File: src/adcrs_defines.svh
`ifndef ADCRS_DEFINES_SVH
`define ADCRS_DEFINES_SVH

`define ADCRS_NCH 8
`define ADCRS_CHW 3
`define ADCRS_DW 10

`define ADCRS_OFS_CH_ENABLE 12'h000
`define ADCRS_OFS_CH_DISABLE 12'h004
`define ADCRS_OFS_CH_STATE 12'h008
`define ADCRS_OFS_STATUS 12'h00c
`define ADCRS_OFS_LAST 12'h010
`define ADCRS_OFS_CHRES_BASE 12'h020
`define ADCRS_OFS_CHRES_LAST 12'h03c

`define ADCRS_ST_DONE_LSB 0
`define ADCRS_ST_OVR_LSB 8
`define ADCRS_ST_READY_BIT 16
`define ADCRS_ST_GOVR_BIT 17
`define ADCRS_LAST_CH_LSB 12

`define ADCRS_RST_ENABLE 8'h00

`endif

File: src/adcrs_pkg.sv
`default_nettype none
package adcrs_pkg;
	typedef logic [9:0] adcrs_data_t;
	typedef logic [2:0] adcrs_chan_t;
	typedef logic [7:0] adcrs_mask_t;
	typedef enum logic [2:0] {
		ADCRS_ACC_NONE,
		ADCRS_ACC_STATUS,
		ADCRS_ACC_LAST,
		ADCRS_ACC_CHRES,
		ADCRS_ACC_OTHER
	} adcrs_acc_e;
endpackage
`default_nettype wire

File: src/adcrs_mem_if.sv
`timescale 1ns/10ps
`default_nettype none
interface adcrs_mem_if;
	logic wr_en;
	adcrs_pkg::adcrs_chan_t wr_addr;
	adcrs_pkg::adcrs_data_t wr_data;
	adcrs_pkg::adcrs_chan_t rd_addr;
	adcrs_pkg::adcrs_data_t rd_data;
	modport ctrl (output wr_en, output wr_addr, output wr_data, output rd_addr, input rd_data);
	modport mem (input wr_en, input wr_addr, input wr_data, input rd_addr, output rd_data);
endinterface
`default_nettype wire

File: src/adcrs_result_mem.sv
`timescale 1ns/10ps
`default_nettype none
`include "adcrs_defines.svh"
module adcrs_result_mem (
	// Clock and reset.
	input wire logic pclk,
	input wire logic presetn,
	// Access port.
	adcrs_mem_if.mem m
);
	adcrs_pkg::adcrs_data_t store [`ADCRS_NCH];

	////////////////////////////////////////////////////////////////
	// One result word per channel.
	genvar gi;
	generate
		for (gi = 0; gi < `ADCRS_NCH; gi++) begin : g_entry
			always_ff @(posedge pclk or negedge presetn) begin
				if (!presetn) begin
					store[gi] <= 10'h000;
				end else if (m.wr_en && m.wr_addr == 3'(gi)) begin
					store[gi] <= m.wr_data;
				end
			end
		end
	endgenerate

	////////////////////////////////////////////////////////////////
	// Registered read port.
	always_ff @(posedge pclk or negedge presetn) begin
		if (!presetn) begin
			m.rd_data <= 10'h000;
		end else begin
			m.rd_data <= store[m.rd_addr];
		end
	end
endmodule // adcrs_result_mem
`default_nettype wire

File: src/adcrs_top.sv
// The register addresses and the APB interface to the registers were decided locally.
`timescale 1ns/10ps
`default_nettype none
`include "adcrs_defines.svh"
module adcrs_top (
	// Clock and reset.
	input wire logic pclk,
	input wire logic presetn,
	// APB slave.
	input wire logic psel,
	input wire logic penable,
	input wire logic pwrite,
	input wire logic [11:0] paddr,
	input wire logic [31:0] pwdata,
	output logic [31:0] prdata,
	output logic pready,
	output logic pslverr,
	// Converter completion.
	input wire logic conv_done,
	input wire logic [2:0] conv_channel,
	input wire logic [9:0] conv_data,
	// Channel enables towards the sequencer.
	output logic [7:0] chan_enabled
);
	adcrs_mem_if mif ();
	adcrs_result_mem u_mem (
		.pclk(pclk),
		.presetn(presetn),
		.m(mif.mem)
	);

	adcrs_pkg::adcrs_mask_t chan_en;
	adcrs_pkg::adcrs_mask_t done_flag;
	adcrs_pkg::adcrs_mask_t channel_overrun_flag;
	logic conversion_ready_flag;
	logic global_overrun_flag;
	adcrs_pkg::adcrs_data_t last_result_reg;
	adcrs_pkg::adcrs_chan_t last_chan;

	////////////////////////////////////////////////////////////////
	// Address decode.
	adcrs_pkg::adcrs_acc_e acc;
	logic mapped;
	logic access;
	logic rd_access;
	logic wr_access;
	logic rd_status;
	logic rd_last;
	adcrs_pkg::adcrs_mask_t rd_chres;
	adcrs_pkg::adcrs_chan_t addr_chan;

	assign addr_chan = paddr[4:2];

	always_comb begin
		acc = adcrs_pkg::ADCRS_ACC_NONE;
		if (paddr[1:0] == 2'h0) begin
			if (paddr == `ADCRS_OFS_STATUS) begin
				acc = adcrs_pkg::ADCRS_ACC_STATUS;
			end else if (paddr == `ADCRS_OFS_LAST) begin
				acc = adcrs_pkg::ADCRS_ACC_LAST;
			end else if (paddr >= `ADCRS_OFS_CHRES_BASE && paddr <= `ADCRS_OFS_CHRES_LAST) begin
				acc = adcrs_pkg::ADCRS_ACC_CHRES;
			end else if (paddr == `ADCRS_OFS_CH_ENABLE || paddr == `ADCRS_OFS_CH_DISABLE ||
					paddr == `ADCRS_OFS_CH_STATE) begin
				acc = adcrs_pkg::ADCRS_ACC_OTHER;
			end
		end
	end

	assign mapped = (acc != adcrs_pkg::ADCRS_ACC_NONE);
	assign access = psel && penable;
	assign rd_access = access && !pwrite && mapped;
	assign wr_access = access && pwrite && mapped;
	assign rd_status = rd_access && acc == adcrs_pkg::ADCRS_ACC_STATUS;
	assign rd_last = rd_access && acc == adcrs_pkg::ADCRS_ACC_LAST;

	// Zero-wait slave; unmapped addresses answer with an error.
	assign pready = 1'b1;
	assign pslverr = access && !mapped;

	////////////////////////////////////////////////////////////////
	// Channel enable register.
	always_ff @(posedge pclk or negedge presetn) begin
		if (!presetn) begin
			chan_en <= `ADCRS_RST_ENABLE;
		end else if (wr_access && paddr == `ADCRS_OFS_CH_ENABLE) begin
			chan_en <= chan_en | pwdata[7:0];
		end else if (wr_access && paddr == `ADCRS_OFS_CH_DISABLE) begin
			chan_en <= chan_en & ~pwdata[7:0];
		end
	end

	assign chan_enabled = chan_en;

	////////////////////////////////////////////////////////////////
	// Completion qualification.
	// The enable sampled is the one in force before any coincident
	// disable write, so disabling another channel cannot mask it.
	logic store_evt;
	adcrs_pkg::adcrs_mask_t store_ch;

	assign store_evt = conv_done && chan_en[conv_channel];

	assign mif.wr_en = store_evt;
	assign mif.wr_addr = conv_channel;
	assign mif.wr_data = conv_data;
	assign mif.rd_addr = addr_chan;

	////////////////////////////////////////////////////////////////
	// Per-channel done and overrun flags.
	genvar gi;
	generate
		for (gi = 0; gi < `ADCRS_NCH; gi++) begin : g_chan
			assign store_ch[gi] = store_evt && conv_channel == 3'(gi);
			assign rd_chres[gi] = rd_access && acc == adcrs_pkg::ADCRS_ACC_CHRES && addr_chan == 3'(gi);

			always_ff @(posedge pclk or negedge presetn) begin
				if (!presetn) begin
					done_flag[gi] <= 1'b0;
				end else if (store_ch[gi]) begin
					done_flag[gi] <= 1'b1;
				end else if (rd_chres[gi] || rd_last) begin
					done_flag[gi] <= 1'b0;
				end
			end

			always_ff @(posedge pclk or negedge presetn) begin
				if (!presetn) begin
					channel_overrun_flag[gi] <= 1'b0;
				end else if (store_ch[gi] && done_flag[gi] && conversion_ready_flag) begin
					channel_overrun_flag[gi] <= 1'b1;
				end else if (rd_status) begin
					channel_overrun_flag[gi] <= 1'b0;
				end
			end
		end
	endgenerate

	////////////////////////////////////////////////////////////////
	// Shared data-ready flag.
	// last-result read clears
	always_ff @(posedge pclk or negedge presetn) begin
		if (!presetn) begin
			conversion_ready_flag <= 1'b0;
		end else if (store_evt) begin
			conversion_ready_flag <= 1'b1;
		end else if (rd_last) begin
			conversion_ready_flag <= 1'b0;
		end
	end

	////////////////////////////////////////////////////////////////
	// Global overrun flag.
	// set wins
	always_ff @(posedge pclk or negedge presetn) begin
		if (!presetn) begin
			global_overrun_flag <= 1'b0;
		end else if (store_evt && conversion_ready_flag) begin
			global_overrun_flag <= 1'b1;
		end else if (rd_status) begin
			global_overrun_flag <= 1'b0;
		end
	end

	////////////////////////////////////////////////////////////////
	// Last-result register.
	// shared copy
	always_ff @(posedge pclk or negedge presetn) begin
		if (!presetn) begin
			last_result_reg <= 10'h000;
			last_chan <= 3'h0;
		end else if (store_evt) begin
			last_result_reg <= conv_data;
			last_chan <= conv_channel;
		end
	end

	////////////////////////////////////////////////////////////////
	// Read data mux; every source is a flip-flop.
	always_comb begin
		prdata = 32'h0000_0000;
		if (psel && !pwrite) begin
			case (acc)
				adcrs_pkg::ADCRS_ACC_STATUS: begin
					prdata[`ADCRS_ST_DONE_LSB +: 8] = done_flag;
					prdata[`ADCRS_ST_OVR_LSB +: 8] = channel_overrun_flag;
					prdata[`ADCRS_ST_READY_BIT] = conversion_ready_flag;
					prdata[`ADCRS_ST_GOVR_BIT] = global_overrun_flag;
				end
				adcrs_pkg::ADCRS_ACC_LAST: begin
					prdata[9:0] = last_result_reg;
					prdata[`ADCRS_LAST_CH_LSB +: 3] = last_chan;
				end
				adcrs_pkg::ADCRS_ACC_CHRES: begin
					prdata[9:0] = mif.rd_data;
				end
				adcrs_pkg::ADCRS_ACC_OTHER: begin
					if (paddr == `ADCRS_OFS_CH_STATE) begin
						prdata[7:0] = chan_en;
					end
				end
				default: begin
					prdata = 32'h0000_0000;
				end
			endcase
		end
	end
endmodule // adcrs_top
`default_nettype wire

File: config.mk
export PLATFORM = sky130hd
export DESIGN_NAME = adcrs_top
export DESIGN_NICKNAME = d
export VERILOG_FILES = /design/src/adcrs_pkg.sv /design/src/adcrs_mem_if.sv /design/src/adcrs_result_mem.sv /design/src/adcrs_top.sv
export VERILOG_INCLUDE_DIRS = /design/src
export SDC_FILE = /design/constraint.sdc
export NUM_CORES = 1
export LEC_CHECK = 0
export BUFFER_PORTS_ARGS = -buffer_cell sky130_fd_sc_hd__buf_4
export CAP_MARGIN = 20
export CORE_MARGIN = 4
export CORE_UTILIZATION = 51
export DETAILED_ROUTE_END_ITERATION = 16
export PLACE_DENSITY = 0.82
export SLEW_MARGIN = 0
export SYNTH_ARGS = -nofsm -noshare
export SYNTH_HDL_FRONTEND = slang
export SYNTH_SLANG_ARGS = --single-unit
File: constraint.sdc
create_clock -name pclk -period 2.8 [get_ports pclk]
set_input_delay 0.56 -clock pclk [delete_from_list [all_inputs] [get_ports pclk]]
set_output_delay 0.56 -clock pclk [all_outputs]
set_load 0.03 [all_outputs]
==> flow_summary_export.csv <==
group,metric,value,unit
placed_design,dp_hpwl,9.580,mm
synthesis,yosysSeqAreaShare,0.5285,
synthesis,syn_area,6108,um^2
sta,fin_skew,0.005947,ns
min_path,worst_hold_path_type,"input port to async pin",
synthesis,syn_avg_cell_area,13.34,um^2
finish,num_antenna_cells,0,
finish,multi_input_area,2759,um^2
grt,track_usage,0.2245,
synthesis,synth_edf_count,0,
synthesis,synth_ff_type,"dfrtp_1",
status,violations,"setup timing",
sta,report.final.slew_viol_count,0,
clocking,clock_path_buffers,2,
clocking,htree_levels,4,
synthesis,async_flop_share,1.000,
drt,routedWlPerCell,21.50,um
die,ios,105,
pwr,power.density,719.8,nW/um^2
synthesis,netlist_top_cells_area,"dfrtp_1, mux2_2, mux4_2",
finish,largest_register_ffs,80,
sta,rsz0062_at_grt,"true",
pwr,irDropWorstVdd,0.3765,mV
placed_design,place_area,6910,um^2
worst_setup_path,cp_slowest_cell,"or4_4",
drt,ant_nets,0,
sta,fin_tns_setup,-0.7162,ns
synthesis,yosys_warnings,0,
clocking,cts_tree,"done",
sta,min_period_over_period,1.038,
finish,mostFrequentLayoutCells,"dfrtp_1, mux2_2, buf_4",
drt,vias,4200,
placed_design,globalplace.congestion,0.8874,
sta,tightest_slew,0.5754,ns
synthesis,ys_ff_latch,129,
sta,holdWs,0.1320,ns
finish,area_growth,24.21,%
grt,grt_pass1_vias,4419,
finish,n_fill_cell,787,
worst_setup_path,crit_buf_inv,2,
die,die_w,117.4,um
finish,drive_gt1_frac,0.4827,
worst_setup_path,worstPathCellList,"buf_6 > or4_4 > or4_4 > nand2b_4 > a21oi_4 > buf_6",
grt,grt_max_degree,53,
status,status,"finished with violations",
synthesis,ys_types,40,
clocking,cts-root-buf,"clkbuf_16",
sta,finalHoldViolCount,0,
grt,grt_pass1_wl,24.26,mm
clocking,clkSinkCount,129,
job,drv_cap,0,
synthesis,synth_top_cell_area_share,0.5285,
clocking,clk_pin_slew_worst_paths,0.06,ns
finish,regArea,3228,um^2
drt,viasPerCell,6.069,
clocking,clk_latency,0.40,ns
worst_setup_path,crit_path_max_incr_delay,0.53,ns
die,coreArea,11560,um^2
placed_design,dp.cells,660,
sta,max_freq,344.2,MHz
worst_setup_path,critPathKind,"input port to primary output",
finish,final_nets,600,
drt,firstDrtPassIters,5,
die,row_count,39,
drt,wirelength,14.88,mm
worst_setup_path,worstPathRequired,2.24,ns
grt,antenna_found_initial,0,
worst_setup_path,endpoint_kind,"primary output",
die,die_h,117.4,um
drt,drt-initial-drc-count,263,
finish,design_area,7587,um^2
sta,setup_viol,9,
sta,slew_headroom,0.6164,
synthesis,synth_top_area_cell,"dfrtp_1",
die,die-area,13790,um^2
placed_design,port_buffers,65,
clocking,cts-hold-fix-buffers,0,
clocking,cts_made_buffers,17,
worst_setup_path,crit_family,"simple AND/OR/NAND/NOR gates",
grt,overflow,0,
worst_setup_path,cp-start-kind,"input port",
synthesis,postSynthCellCount,458,
sta,setup_slack,-0.1054,ns
worst_setup_path,arrival,2.35,ns
worst_setup_path,cp_max_fo,8,
finish,final_cell_count_no_fill,692,
die,initial_utilization,0.5282,
finish,final_common_cell,"dfrtp_1",
pwr,cellLeakagePower,3.290,nW
drt,drc_errors,0,
sta,period_minus_slack,2.905,ns
cell type report:
cell class                      count  share of cell area
Sequential cell                   129              0.4255
Multi-Input combinational cell    285              0.3636
Timing Repair Buffer               94              0.1006
Clock buffer                       22             0.06118
Tap cell                          143             0.02358
Clock inverter                      9             0.02061
Inverter                           10            0.004947
cell families after synthesis:
family,after synthesis,synth area share
buffers and inverters,57,0.04814
muxes,133,0.2841
and+or+nand+nor,76,0.06780
AOI/OAI and AO/OA,59,0.06739
DFF,129,0.5285
other,2,0.001229
xor gates and xnor gates,2,0.002868
power by group:
group          leakage, nW  switching (mW)  internal (mW)
registers             1.47           0.169           2.21
logic                 1.53           0.331          0.455
clock network        0.292           0.769           1.53
total                 3.29            1.27           4.19
cells in the mapped netlist, types with 2 or more instances:
| master | number |
|---|---|
| a21oi_1 | 13 |
| a22oi_1 | 21 |
| a32o_1 | 4 |
| and2_1 | 6 |
| and3_1 | 4 |
| buf_1 | 6 |
| buf_2 | 4 |
| buf_4 | 16 |
| buf_6 | 2 |
| clkbuf_1 | 19 |
| conb_1 | 2 |
| dfrtp_1 | 129 |
| inv_1 | 10 |
| mux2_2 | 103 |
| mux2i_1 | 8 |
| mux4_2 | 22 |
| nand2_1 | 16 |
| nand2b_1 | 4 |
| nand3_1 | 17 |
| nand3b_1 | 3 |
| nand4_1 | 2 |
| nor2_1 | 8 |
| nor2b_1 | 5 |
| nor4_1 | 2 |
| nor4b_1 | 2 |
| o21a_1 | 2 |
| o21ai_0 | 6 |
| o2bb2ai_1 | 4 |
| o31ai_1 | 5 |
| or4_4 | 2 |
| xor2_1 | 2 |
repair_timing:
item,in CTS,in global routing
endpoints found under the setup margin,15,15
setup buffers,0,1
resized for setup,10,3
per-stage QoR:
step	worst slack [ns]	total power [mW]	util
floorplan	0.01146	2.926	-
global placement	-0.1357	3.109	0.5975
detailed placement	-0.1398	3.170	0.5975
CTS	-0.1096	5.489	0.6544
global route	-0.1463	5.667	0.6561
finish	-0.1054	5.461	0.6561
worst reg2reg max path, delay by kind of cell (launching register included):
family | cells | cell delay (ns)
muxes | 3 | 1.25
DFF | 1 | 0.44
buffers and inverters | 1 | 0.25
and+or+nand+nor | 1 | 0.08
per-layer routing:
metal  routed length, um  share of wire  vias to the layer above  global-route usage
met1                6142           0.41                     2135              0.2997
met5                   0              0                        -                   0
li1                    -              -                     1820                   -
met2                7168           0.48                      209              0.3551
met4                 430          0.029                        0             0.08211
met3                1136          0.076                       36             0.06208
worst paths after layout:
| kind | from | cells past startpoint | endpoint | slack (ns) |
|---|---|---|---|---|
| max in group asynchronous | presetn | 2 | last_result_reg[0] | 1.80 |
| max | paddr[1] | 6 | prdata[4] | -0.11 |
| min in group pclk | pwdata[1] | 3 | flop | 0.44 |
| min | presetn | 1 | u_mem.store[53] | 0.13 |
| min reg2reg | global_overrun_flag | 1 | global_overrun_flag | 0.50 |
| max reg2reg | flop | 5 | last_result_reg[0] | 0.65 |
No activity file was read; power rests on OpenSTA's default activity.
